File: src/verilog/iprt_pkg.sv
// package of constants and types for the interrupt priority register block
package iprt_pkg;
   // ****************************************
   // register map
   // ****************************************
   localparam logic [3:0] IPRT_PRIO_TWO_OFF = 4'h0;   // interrupt_priority_two
   localparam logic [3:0] IPRT_STATUS_OFF = 4'h4;     // source enables, read only
   localparam int IPRT_ADDR_W = 4;
   // field positions (low bit of each 3-bit field)
   localparam int IPRT_SER_RX_LSB = 12;
   localparam int IPRT_SPI_EV_LSB = 8;
   localparam int IPRT_SPI_FLT_LSB = 4;
   localparam int IPRT_TMR3_LSB = 0;
   // writable bits; 15, 11, 7 and 3 are unused
   localparam logic [15:0] IPRT_RW_MASK = 16'h7777;
   // every field resets to level 4
   localparam logic [2:0] IPRT_FIELD_RST = 3'h4;
   localparam logic [15:0] IPRT_PRIO_RST = 16'h4444;
   localparam logic [2:0] IPRT_DISABLED = 3'h0;
   // ****************************************
   // types
   // ****************************************
   localparam logic [1:0] IPRT_RESP_OKAY = 2'h0;
   localparam logic [1:0] IPRT_RESP_SLVERR = 2'h2;
   typedef struct packed {
      logic [2:0] serial_one_receive_priority;
      logic [2:0] spi_one_event_priority;
      logic [2:0] spi_one_fault_priority;
      logic [2:0] timer_three_priority;
   } iprt_levels_t;
   typedef struct packed {
      logic serial_one_receive;
      logic spi_one_event;
      logic spi_one_fault;
      logic timer_three;
   } iprt_enables_t;
endpackage

File: src/verilog/iprt_top.sv
// interrupt priority register two with an axi4-lite slave port
//
// Chosen here: register access over AXI4-Lite and the placing of the registers.
`timescale 1ns/10ps
module iprt_top (
   // clock and reset
   input wire logic aclk,
   input wire logic aresetn,
   // axi4-lite write address and data
   input wire logic [iprt_pkg::IPRT_ADDR_W-1:0] s_axi_awaddr,
   input wire logic s_axi_awvalid,
   output logic s_axi_awready,
   input wire logic [31:0] s_axi_wdata,
   input wire logic [3:0] s_axi_wstrb,
   input wire logic s_axi_wvalid,
   output logic s_axi_wready,
   // axi4-lite write response
   output logic [1:0] s_axi_bresp,
   output logic s_axi_bvalid,
   input wire logic s_axi_bready,
   // axi4-lite read
   input wire logic [iprt_pkg::IPRT_ADDR_W-1:0] s_axi_araddr,
   input wire logic s_axi_arvalid,
   output logic s_axi_arready,
   output logic [31:0] s_axi_rdata,
   output logic [1:0] s_axi_rresp,
   output logic s_axi_rvalid,
   input wire logic s_axi_rready,
   // decoded priorities for the arbiter
   output iprt_pkg::iprt_levels_t prio_levels,
   output iprt_pkg::iprt_enables_t prio_enables
);
   import iprt_pkg::*;

   // ****************************************
   // functions
   // ****************************************
   // a field presents its source only when nonzero
   function automatic logic field_enabled(input logic [2:0] lvl);
      return lvl != IPRT_DISABLED;
   endfunction

   // ****************************************
   // write channel
   // ****************************************
   logic [15:0] prio_reg;
   logic [15:0] prio_next;
   logic aw_held_reg;
   logic [IPRT_ADDR_W-1:0] aw_addr_reg;
   logic w_held_reg;
   logic [31:0] w_data_reg;
   logic [3:0] w_strb_reg;
   logic bvalid_reg;
   logic [1:0] bresp_reg;
   wire do_write = aw_held_reg && w_held_reg && !bvalid_reg;
   wire wr_hit = (aw_addr_reg == IPRT_PRIO_TWO_OFF);
   wire [15:0] byte_mask = {{8{w_strb_reg[1]}}, {8{w_strb_reg[0]}}};
   wire [15:0] wr_mask = byte_mask & IPRT_RW_MASK;

   // merge written bytes into the writable bits only
   assign prio_next = (do_write && wr_hit) ?
                      ((prio_reg & ~wr_mask) | (w_data_reg[15:0] & wr_mask)) : prio_reg;
   assign s_axi_awready = !aw_held_reg;
   assign s_axi_wready = !w_held_reg;
   assign s_axi_bvalid = bvalid_reg;
   assign s_axi_bresp = bresp_reg;

   // hold address and data until both present
   always_ff @(posedge aclk) begin
      if (!aresetn) begin
         aw_held_reg <= 1'b0;
         aw_addr_reg <= '0;
      end else if (s_axi_awvalid && !aw_held_reg) begin
         aw_held_reg <= 1'b1;
         aw_addr_reg <= s_axi_awaddr;
      end else if (do_write) begin
         aw_held_reg <= 1'b0;
      end
   end

   always_ff @(posedge aclk) begin
      if (!aresetn) begin
         w_held_reg <= 1'b0;
         w_data_reg <= '0;
         w_strb_reg <= '0;
      end else if (s_axi_wvalid && !w_held_reg) begin
         w_held_reg <= 1'b1;
         w_data_reg <= s_axi_wdata;
         w_strb_reg <= s_axi_wstrb;
      end else if (do_write) begin
         w_held_reg <= 1'b0;
      end
   end

   // priority register and write response
   always_ff @(posedge aclk) begin
      if (!aresetn) begin
         prio_reg <= IPRT_PRIO_RST;
         bvalid_reg <= 1'b0;
         bresp_reg <= IPRT_RESP_OKAY;
      end else begin
         prio_reg <= prio_next;
         if (do_write) begin
            bvalid_reg <= 1'b1;
            bresp_reg <= (wr_hit || aw_addr_reg == IPRT_STATUS_OFF) ?
                         IPRT_RESP_OKAY : IPRT_RESP_SLVERR;
         end else if (s_axi_bready) begin
            bvalid_reg <= 1'b0;
         end
      end
   end

   // ****************************************
   // field decode
   // ****************************************
   assign prio_levels.serial_one_receive_priority = prio_reg[IPRT_SER_RX_LSB +: 3];
   assign prio_levels.spi_one_event_priority = prio_reg[IPRT_SPI_EV_LSB +: 3];
   assign prio_levels.spi_one_fault_priority = prio_reg[IPRT_SPI_FLT_LSB +: 3];
   assign prio_levels.timer_three_priority = prio_reg[IPRT_TMR3_LSB +: 3];
   assign prio_enables.serial_one_receive = field_enabled(prio_levels.serial_one_receive_priority);
   assign prio_enables.spi_one_event = field_enabled(prio_levels.spi_one_event_priority);
   assign prio_enables.spi_one_fault = field_enabled(prio_levels.spi_one_fault_priority);
   assign prio_enables.timer_three = field_enabled(prio_levels.timer_three_priority);

   // ****************************************
   // read channel
   // ****************************************
   logic rvalid_reg;
   logic [31:0] rdata_reg;
   logic [1:0] rresp_reg;
   wire rd_take = s_axi_arvalid && !rvalid_reg;
   wire rd_prio = (s_axi_araddr == IPRT_PRIO_TWO_OFF);
   wire rd_stat = (s_axi_araddr == IPRT_STATUS_OFF);
   wire [31:0] prio_word = {16'h0000, prio_reg & IPRT_RW_MASK};
   wire [31:0] stat_word = {28'h0000000, prio_enables};
   assign s_axi_arready = !rvalid_reg;
   assign s_axi_rvalid = rvalid_reg;
   assign s_axi_rdata = rdata_reg;
   assign s_axi_rresp = rresp_reg;

   // one read in flight; answer the cycle after address taken
   always_ff @(posedge aclk) begin
      if (!aresetn) begin
         rvalid_reg <= 1'b0;
         rdata_reg <= '0;
         rresp_reg <= IPRT_RESP_OKAY;
      end else if (rd_take) begin
         rvalid_reg <= 1'b1;
         if (rd_prio) begin
            rdata_reg <= prio_word;
            rresp_reg <= IPRT_RESP_OKAY;
         end else if (rd_stat) begin
            rdata_reg <= stat_word;
            rresp_reg <= IPRT_RESP_OKAY;
         end else begin
            rdata_reg <= '0;
            rresp_reg <= IPRT_RESP_SLVERR;
         end
      end else if (s_axi_rready) begin
         rvalid_reg <= 1'b0;
      end
   end
endmodule // iprt_top

File: config.mk
export PLATFORM = sky130hd
export DESIGN_NAME = iprt_top
export DESIGN_NICKNAME = d
export VERILOG_FILES = /design/src/verilog/iprt_pkg.sv /design/src/verilog/iprt_top.sv
export SDC_FILE = /design/constraint.sdc
export NUM_CORES = 1
export LEC_CHECK = 0
export ABC_AREA = 1
export BUFFER_PORTS_ARGS = -buffer_cell sky130_fd_sc_hd__buf_2
export CAP_MARGIN = 20
export CORE_MARGIN = 5
export CORE_UTILIZATION = 49
export DETAILED_ROUTE_END_ITERATION = 7
export PLACE_DENSITY = 0.91
export SYNTH_ARGS = -nofsm -noshare
export SYNTH_HDL_FRONTEND = slang
export SYNTH_SLANG_ARGS = --single-unit
File: constraint.sdc
create_clock -name aclk -period 2.1 [get_ports aclk]
set_input_delay 0 -clock aclk [delete_from_list [all_inputs] [get_ports aclk]]
set_output_delay 0 -clock aclk [all_outputs]
set_load 0.005 [all_outputs]
; After elaboration in Yosys (flattened, before gate mapping)
; Index checks and enable logic that the tools add are counted.
; Widths: inputs -> output; s select.
[op_classes]
n_addsub = 0
multipliers = 0
n_div = 0
n_lt_le_gt_ge = 0
eq_ne = 2
shifts = 0
n_mux = 12
bitwise_logic = 4
n_reduce_logical = 21
[ops]
columns = cell, count
row1 = $and 16x15->16, 1
row2 = $and 16x16->16, 1
row3 = $not 15->16, 1
row4 = $or 16x16->16, 1
row5 = $mux 15, 1
row6 = $reduce_bool 3->1, 4
row7 = $eq 4x3->1 const B, 2
row8 = $logic_not 4->1, 2
row9 = $reduce_bool 2->1, 4
row10 = $mux 1, 7
row11 = $logic_and 1x1->1, 6
row12 = $mux 2, 3
row13 = $logic_not 1->1, 4
row14 = $mux 4, 1
row15 = $logic_or 1x1->1, 1
[word_totals]
ff_bits = 78
latch_bits = 0
ramBits = 0
romBits = 0
in_bits = 51
elab_cells = 50
n_memories = 0

; Longest topological paths before layout
; Gate-level depths: netlist (run 1).
[logic_depth]
ltp_word = 4
mapped_depth = 7
depth_no_buf = 6

; Worst setup path after synthesis (run 1)
; Ideal clock, no wire load.
[synth_timing]
path_type = reg-to-reg
start = register w_held_reg
end = register (tool-made name)
arrival_time_ns = 0.904
required_time_ns = 1.985
slack_ns = 1.081
stages_incl_launch_ff = 7
path_buffers = 1
period_less_slack_ns = 1.019
path_cell_list = dfxtp_1 -> nand3_2 -> nor2_4 -> buf_6 -> nand3_1 -> nand2_1 -> nor2_1
[synth_lines]
columns = element, line
row1 = from (decl), iprt_top.sv:50  ; logic w_held_reg;
row2 = from (signal assigned), iprt_top.sv:83  ; w_held_reg <= 1'b0;
row3 = from (signal assigned), iprt_top.sv:87  ; w_held_reg <= 1'b1;
row4 = from (signal assigned), iprt_top.sv:91  ; w_held_reg <= 1'b0;

==> results of run 1 <==
==> power by group through the flow <==
stage | sequential [mW] | clock (mW) | combinational (mW)
2_1_floorplan | 1.02 | 0 | 0.171
3_3_place_gp | 1.02 | 0 | 0.190
3_5_place_dp | 1.03 | 0 | 0.195
4_1_cts | 1.01 | 0.505 | 0.224
5_1_grt | 1.01 | 0.541 | 0.255
6_report | 1.01 | 0.492 | 0.226
==> area by class of cell <==
type	count	area [um^2]
Fill cell	415	1660
Clock buffer	5	68.8
Tap cell	52	65.1
Inverter	26	97.6
Clock inverter	1	5.00
Multi-Input combinational cell	199	888
Timing Repair Buffer	85	528
Sequential cell	49	981
==> stage by stage <==
stage          setup slack (ns)  std cells  power [mW]
6_report                  0.731        417        1.72
4_1_cts                   0.724        417        1.73
5_1_grt                   0.593        417        1.81
3_5_place_dp              0.748        391        1.22
3_3_place_gp              0.795        391        1.22
2_1_floorplan              1.08        307        1.19
==> cells by family (layout without fill, tap and decap cells) <==
kind of cell / after synthesis / count (layout) / share of synthesized area, %
compound gates: 55 / 55 / 13.1
buf+inv: 59 / 117 / 15.9
flops: 49 / 49 / 46.0
other cells: 1 / 21 / 0.176
simple gates: 123 / 123 / 24.9
==> worst paths after layout <==
path | startpoint | cells past startpoint | endpoint | slack [ns]
setup / recovery | w_held_reg | 5 | flip-flop | 0.73
hold / removal | s_axi_wdata[0] | 3 | w_data_reg[0] | 0.01
setup reg to reg | w_held_reg | 5 | flip-flop | 0.73
hold reg to reg | w_data_reg[8] | 2 | w_data_reg[8] | 0.46
==> cell usage in the layout, fill, tap and decap left out, drive strengths merged <==
master	count
a21oi	29
a31oi	1
buf	65
clkbuf	5
clkinv	2
conb	21
dfxtp	49
dlygate4sd3	20
inv	25
nand2	29
nand3	19
nand4	4
nor2	67
nor3	4
o21a	1
o21ai	24
==> routing by layer <==
layer  vias to the layer above  wire length [um]  share of wire, %  track usage, %
met4                         0                42              0.89            3.74
li1                       1032                 -                 -               -
met5                         -                 0                 0               0
met3                         5               304               6.4            4.85
met2                        53              2240                47            26.0
met1                       850              2150                45            19.9
==> worst min-delay path: stages <==
cell	delay, ns
buf_2	0.07
o21ai_0	0.07
a21oi_1	0.11
==> what timing repair did <==
action                    in CTS  in global routing
hold endpoints to repair      20                  0
gates resized for setup        0                  0
hold buffers                  20                  0
==> metrics.txt, run 1 <==
nets=417; setup_tns=0 ns; Core Region=4290 um^2; Final Cycle Share=~65%; CTS Root Cell=clkbuf_8; GRT Residual Overflow=0; Distinct cells, synth=23; RSZ-0062 raised after global routing=no; crit path launch type=flip-flop; Internal Power=around 1.3 mW; Leak Pwr=around 1.2 nW; critical-path maximum fanout=22; Ports=around 110; asr flop ratio synth=0%; hold slack=just under 0.01 ns; post-synthesis instance area=2130 um^2; Worst Skew=~0.0021 ns; H-tree depth=2; final hold vios=0; Starting Density=just under 50%; Via Count=roughly 1900; DRC Markers=0; top post-synthesis cells by area=dfxtp_1 (46%), nor2_1 (11%), buf_4 (7.7%); PD cells=~650 nW/um^2; #FFs+latches synth=roughly 50; sequential fraction of the synthesis area=a little under half; Die H=~76 um; combinational power share=about an eighth; area leader, netlist=dfxtp_1; Final setup viols=0; area grow syn2layout=23.4%; critical path, cell by cell=nand3_2 > nor2_4 > nand2_1 > nand2_1 > nand3_1; Gate Count Post-Synth=287; Crit Path Category=flip-flop to flip-flop; ANT nets after route=0; run status=completed; clock buffer depth=2; drt total wl=approximately 4700 um; Final min period=about 1.4 ns; final instance area=about 2600 um^2; via count of the first global-routing pass=around 1700; GPL Wtd Cong=around 0.76; first-pass GRT wire length=7790 um; register share of total power=just under 60%; crit end category=flip-flop; Psw=approximately 0.43 mW; Sw Share=25.1%; YS warnings=0; wire per inst=11.4 um; Sink Count=49; 1st-pass router iterations=4; dpl cell area=roughly 2400 um^2; diode count=0; Synth top area share=between 40% and 50%; cell repeated most along the worst path=nand2_1; maximum vdd drop=0.419 mV; Setup Fix Bufs, Post-CTS=0; Slew headroom=roughly 61%; Commonest cells post-synth=nor2_1 (63), dfxtp_1 (49), a21oi_1 (29), nand2_1 (29), inv_1 (23); share of layout cells above drive strength 1=between 20% and 30%; Core Util, Final=between 60% and 70%; synthesized area per cell=7.44 um^2; slew at the pin closest to its max-slew limit=0.586 ns; Row Count=24; CP Data Arrival Time=1.52 ns; DR iter-0 viols=between 100 and 150; count of buffer and inverter cells on the critical path=0; most frequent cell after synthesis=nor2_1; CP peak stage delay=around 0.41 ns; WP data required=2.25 ns; initial antenna violation count=0; register clock-pin slew on the reported worst setup and hold paths=~0.080 ns; clock power share=between 20% and 30%; GRT Resource Usage Total=between 10% and 20%; vias per cell=between 4 and 5; Post-synth EDFFs=0; Detailed Place HPWL=3410 um; predominant post-synthesis flop cell=dfxtp_1; Die Area=5780 um^2; Die X-Extent=roughly 76 um; CTS tree=done; f_max=around 730 MHz; Worst path slowest cell=nor2_4; max_cap viols=0; cell family with most CP delay=simple AND/OR/NAND/NOR gates; Port Buf Inserts=between 60 and 70; Min-Delay Path Class=input pin to flip-flop; largest net degree at the start of global routing=40; Clock Latency Late Sink=0.28 ns; CTS buffer count=5; Pins Over Slew Limit=0
Power figures use the tool's default switching activity.
==> inputs of run 2 (changes only) <==
Settings changed: CORE_UTILIZATION 49 to 41, PLACE_DENSITY 0.91 to 0.82.
Clock period 2.1 ns to 1.15 ns, I/O delays scaled along.
==> metrics.txt, run 2 (same netlist as run 1, synthesis figures left out) <==
CP Data Arrival Time=1.10 ns (-0.42 ns); GRT Residual Overflow=0 (unchanged); Leak Pwr=1.36 nW (+9.1%); Core Region=5070 um^2 (+18%); crit path launch type=flip-flop; Final min period=around 1.1 ns; Clock Latency Late Sink=0.30 ns (+0.02 ns); ANT nets after route=0 (unchanged); most frequent cells in the layout=buf_2 (64), nor2_1 (63), dfxtp_1 (44), nand2_1 (29), a21oi_1 (28); nets=429 (+2.9%); RSZ-0062 raised after global routing=yes; WP data required=1.15 ns (-1.10 ns); CTS buffer count=5 (unchanged); Die Area=6750 um^2 (+17%); 1st-pass router iterations=4 (unchanged); DR iter-0 viols=49 (-55%); Ports=108 (unchanged); Detailed Place HPWL=3570 um (+4.5%); Final Cycle Share=between 90% and 100%; share of layout cells above drive strength 1=26.1% (+4.5 points); Die X-Extent=82.2 um (+8.1%); largest net degree at the start of global routing=27 (-33%); GRT Resource Usage Total=14.9% (-0.79 points); final worst slack=0.0501 ns (-0.681 ns); total power=3.73 mW (+120%); Die H=82.2 um (+8.1%); Sink Count=49 (unchanged); initial antenna violation count=0 (unchanged); CTS Root Cell=clkbuf_8; crit end category=output pin; vias per cell=4.39 (-5.5%); first-pass GRT wire length=7870 um (+0.98%); CP peak stage delay=0.35 ns (-0.06 ns); Port Buf Inserts=64 (unchanged); critical-path maximum fanout=4 (-82%); Worst path slowest cell=dfxtp_2; diode count=0 (unchanged); wire per inst=11.0 um (-3.3%); Row Count=26 (+8.3%); Min-Delay Path Class=input pin to flip-flop; register clock-pin slew on the reported worst setup and hold paths=0.09 ns (about the same); drt total wl=4930 um (+4.1%); via count of the first global-routing pass=1748 (+3.7%); H-tree depth=2 (unchanged); count of buffer and inverter cells on the critical path=3 (+3); setup_tns=0 ns (unchanged); clock buffer depth=2 (unchanged); final hold vios=0 (unchanged); run status=completed; Crit Path Category=flip-flop to output pin; critical path, cell by cell=nor3_1 > buf_4 > inv_1 > buf_2; CTS tree=done; GPL Wtd Cong=0.745 (-1.8%); area grow syn2layout=36.4%; f_max=909 MHz; Pins Over Slew Limit=0 (unchanged); maximum vdd drop=0.828 mV (+98%); PD cells=1280 nW/um^2 (+96%); max_cap viols=0 (unchanged); Via Count=1973 (+1.7%); most common cell after layout, fill and taps aside=buf_2; Worst Skew=0.0101 ns (+0.00801 ns); Starting Density=42.1% (-7.6 points); pre-CTS WS=0.0149 ns (-0.733 ns); Final setup viols=0 (unchanged); cell family with most CP delay=flip-flops; DRC Markers=0 (unchanged)
run 2: cell count changes in the layout (fill, tap and decap cells not counted), moves of 2 or more:
cell / before / now
bufinv_16: 0 / 2
dfxtp_2: 0 / 5
nand3_4: 0 / 2
nand3_2: 2 / 0
nor3_2: 0 / 2
nor3_1: 4 / 2
dlygate4sd3_1: 20 / 23
buf_4: 1 / 6
buf_12: 0 / 3
dfxtp_1: 49 / 44
run 2: report_power, final:
part           internal [mW]  total, mW  leakage [nW]  switching (mW)
clock network          0.864       1.42        0.0681           0.555
registers               1.78       1.84         0.403          0.0589
logic                  0.224      0.473         0.891           0.249
total                   2.87       3.73          1.36           0.863
run 2: per-stage QoR:
stage,hold slack (ns),utilization [%],cells,instance area [um^2]
2_1_floorplan,0.135,-,307,2210
3_3_place_gp,0.223,48.6,415,2460
3_5_place_dp,0.225,48.6,415,2460
4_1_cts,0.0246,55.9,446,2840
5_1_grt,0.0393,57.4,449,2910
6_report,0.0363,57.4,449,2910
run 2: worst register-to-register path, delay by kind of cell (launching register included):
| kind | cells | cell delay, ns |
|---|---|---|
| buffers and inverters | 2 | 0.23 |
| and+or+nand+nor | 5 | 0.42 |
| DFF | 1 | 0.33 |
run 2: final timing paths:
kind                   start  cells after the start  slack, ns         endpoint
min reg2reg    w_data_reg[9]                      2       0.46    w_data_reg[9]
max                flip-flop                      4       0.05  prio_enables[2]
max reg2reg     s_axi_bvalid                      7       0.07        flip-flop
min          s_axi_araddr[0]                      4       0.04   s_axi_rdata[3]
run 2: repair_timing:
action | in CTS | in global routing
hold endpoints to repair | 23 | 0
pin swaps | 0 | 2
endpoints found under the setup margin | 2 | 16
setup buffers | 0 | 2
gates cloned | 0 | 1
gates resized for setup | 2 | 12
hold buffers | 23 | 0
run 2: layout make-up:
class                   instances  area (um^2)
fillers                       472         2160
repair buffers                 97          681
inverters                      26          100
clock inverters                 3         65.1
multi-input cells             199          922
flip-flops and latches         49          987
well taps                      70         87.6
clock buffers                   5         68.8
run 2: per-layer routing:
layer  vias to the layer above  track usage, %  part of all wire [%]
met5                         -               0                     0
met4                         0            5.65                   1.7
met3                         8            4.34                   6.3
met2                        63            24.9                    46
met1                       840            18.2                    46
li1                       1062               -                     -
==> inputs of run 3 (changes only) <==
Settings changed: CORE_UTILIZATION 41 to 30, CTS_CLUSTER_DIAMETER set to 120, PLACE_DENSITY 0.82 to 0.65.
==> metrics.txt, run 3 (same netlist as run 1, synthesis figures left out) <==
CTS Root Cell=clkbuf_8; crit path launch type=flip-flop; run status=completed; CP peak stage delay=0.33 ns (-0.02 ns); GPL Wtd Cong=0.745 (+0.12%); register clock-pin slew on the reported worst setup and hold paths=0.08 ns (about the same); Min-Delay Path Class=input pin to flip-flop; Core Util, Final=42.1% (-15 points); PD cells=1200 nW/um^2 (-6.3%); initial antenna violation count=0 (unchanged); critical path, cell by cell=nor2_1 > nand2_1 > nor2_4 > buf_12 > nand2_2 > nand2_1 > nand3_1; setup_tns=0 ns (unchanged); f_max=908 MHz (-0.12%); Leak Pwr=1.36 nW (about the same); Core Region=6870 um^2 (+35%); pre-CTS WS=0.0143 ns (-0.000649 ns); final worst slack=0.0488 ns (-0.00130 ns); Via Count=2001 (+1.4%); RSZ-0062 raised after global routing=yes; max_cap viols=0 (unchanged); nets=433 (+0.93%); final hold vios=0 (unchanged); Die X-Extent=94.4 um (+15%); DRC Markers=0 (unchanged); maximum vdd drop=0.478 mV (-42%); Final setup viols=0 (unchanged); Worst Skew=0.00998 ns (-0.000158 ns); Sink Count=49 (unchanged); DR iter-0 viols=70 (+43%); 1st-pass router iterations=4 (unchanged); area grow syn2layout=35.6%; wire per inst=11.0 um (+0.20%); Port Buf Inserts=64 (unchanged); CTS tree=done; most frequent cells in the layout=buf_2 (64), nor2_1 (63), dfxtp_1 (44), a21oi_1 (29), nand2_1 (27); GRT Resource Usage Total=11.8% (-3.2 points); Starting Density=31.1% (-11 points); Detailed Place HPWL=3950 um (+11%); Row Count=30 (+15%); critical-path maximum fanout=22 (+18); share of layout cells above drive strength 1=27.0% (+0.84 points); first-pass GRT wire length=8470 um (+7.6%); Finished Layout Cells=478 (+6.5%); H-tree depth=2 (unchanged); Final Cycle Share=95.8% (+0.11 points); Ports=108 (unchanged); diode count=0 (unchanged); clock buffer depth=2 (unchanged); WP data required=1.33 ns (+0.18 ns); Clock Latency Late Sink=0.30 ns (about the same); drt total wl=5260 um (+6.7%); largest net degree at the start of global routing=23 (-15%); Crit Path Category=flip-flop to flip-flop; CTS buffer count=5 (unchanged); dpl cell area=2540 um^2 (+2.9%); Die H=94.4 um (+15%); final instance area=2900 um^2 (-0.56%); ANT nets after route=0 (unchanged); Post-Place Cells=448 (+8.0%); total power=3.48 mW (-6.8%); Pins Over Slew Limit=0 (unchanged); GRT Residual Overflow=0 (unchanged); crit end category=flip-flop; CP Data Arrival Time=1.28 ns (+0.18 ns); most common cell after layout, fill and taps aside=buf_2; hold slack=0.00434 ns (-0.0319 ns); Final min period=1.10 ns (+0.00130 ns); cell repeated most along the worst path=nand2_1; Worst path slowest cell=dfxtp_1; via count of the first global-routing pass=1856 (+6.2%); Die Area=8900 um^2 (+32%); vias per cell=4.19 (-4.7%)
## run 3: worst paths after layout
| check | depth (start not counted) | startpoint | slack, ns | endpoint |
|---|---|---|---|---|
| setup / recovery | 7 | aw_addr_reg[3] | 0.05 | flip-flop |
| hold / removal | 2 | aresetn | 0.004 | flip-flop |
| setup reg to reg | 7 | aw_addr_reg[3] | 0.05 | flip-flop |
| hold reg to reg | 2 | w_data_reg[9] | 0.46 | w_data_reg[9] |
## run 3: layout make-up
class	instances	area [um^2]
clock buffer	5	68.8
multi-input combinational	199	903
sequential	49	987
inverter	26	100
timing repair buffer	101	681
clock inverter	2	35.0
tap	96	120
fill	734	3970
## run 3: critical path: cells and delay by family, from the launching register on
| kind | cells | cell delay [ns] |
|---|---|---|
| and+or+nand+nor | 6 | 0.49 |
| buffers and inverters | 1 | 0.16 |
| DFF | 1 | 0.33 |
## run 3: layer usage
| layer | track usage [%] | vias up | part of all wire (%) |
|---|---|---|---|
| met4 | 3.97 | 0 | 1.1 |
| met1 | 14.2 | 877 | 44 |
| met2 | 20.4 | 56 | 47 |
| li1 | - | 1064 | - |
| met3 | 2.87 | 4 | 7.4 |
| met5 | 0 | - | 0 |
## run 3: timing repair
| item | 4_1_cts | 5_1_grt |
|---|---|---|
| setup endpoints to repair | 1 | 16 |
| gates resized for setup | 1 | 11 |
| hold buffers | 23 | 0 |
| buffers inserted | 0 | 0 |
| pin swaps | 0 | 1 |
| endpoints found under the hold margin | 23 | 0 |
## run 3: where the power goes
group          total (mW)  switching, mW  internal (mW)
clock                1.18          0.550          0.633
sequential           1.84         0.0543           1.78
combinational       0.461          0.249          0.211
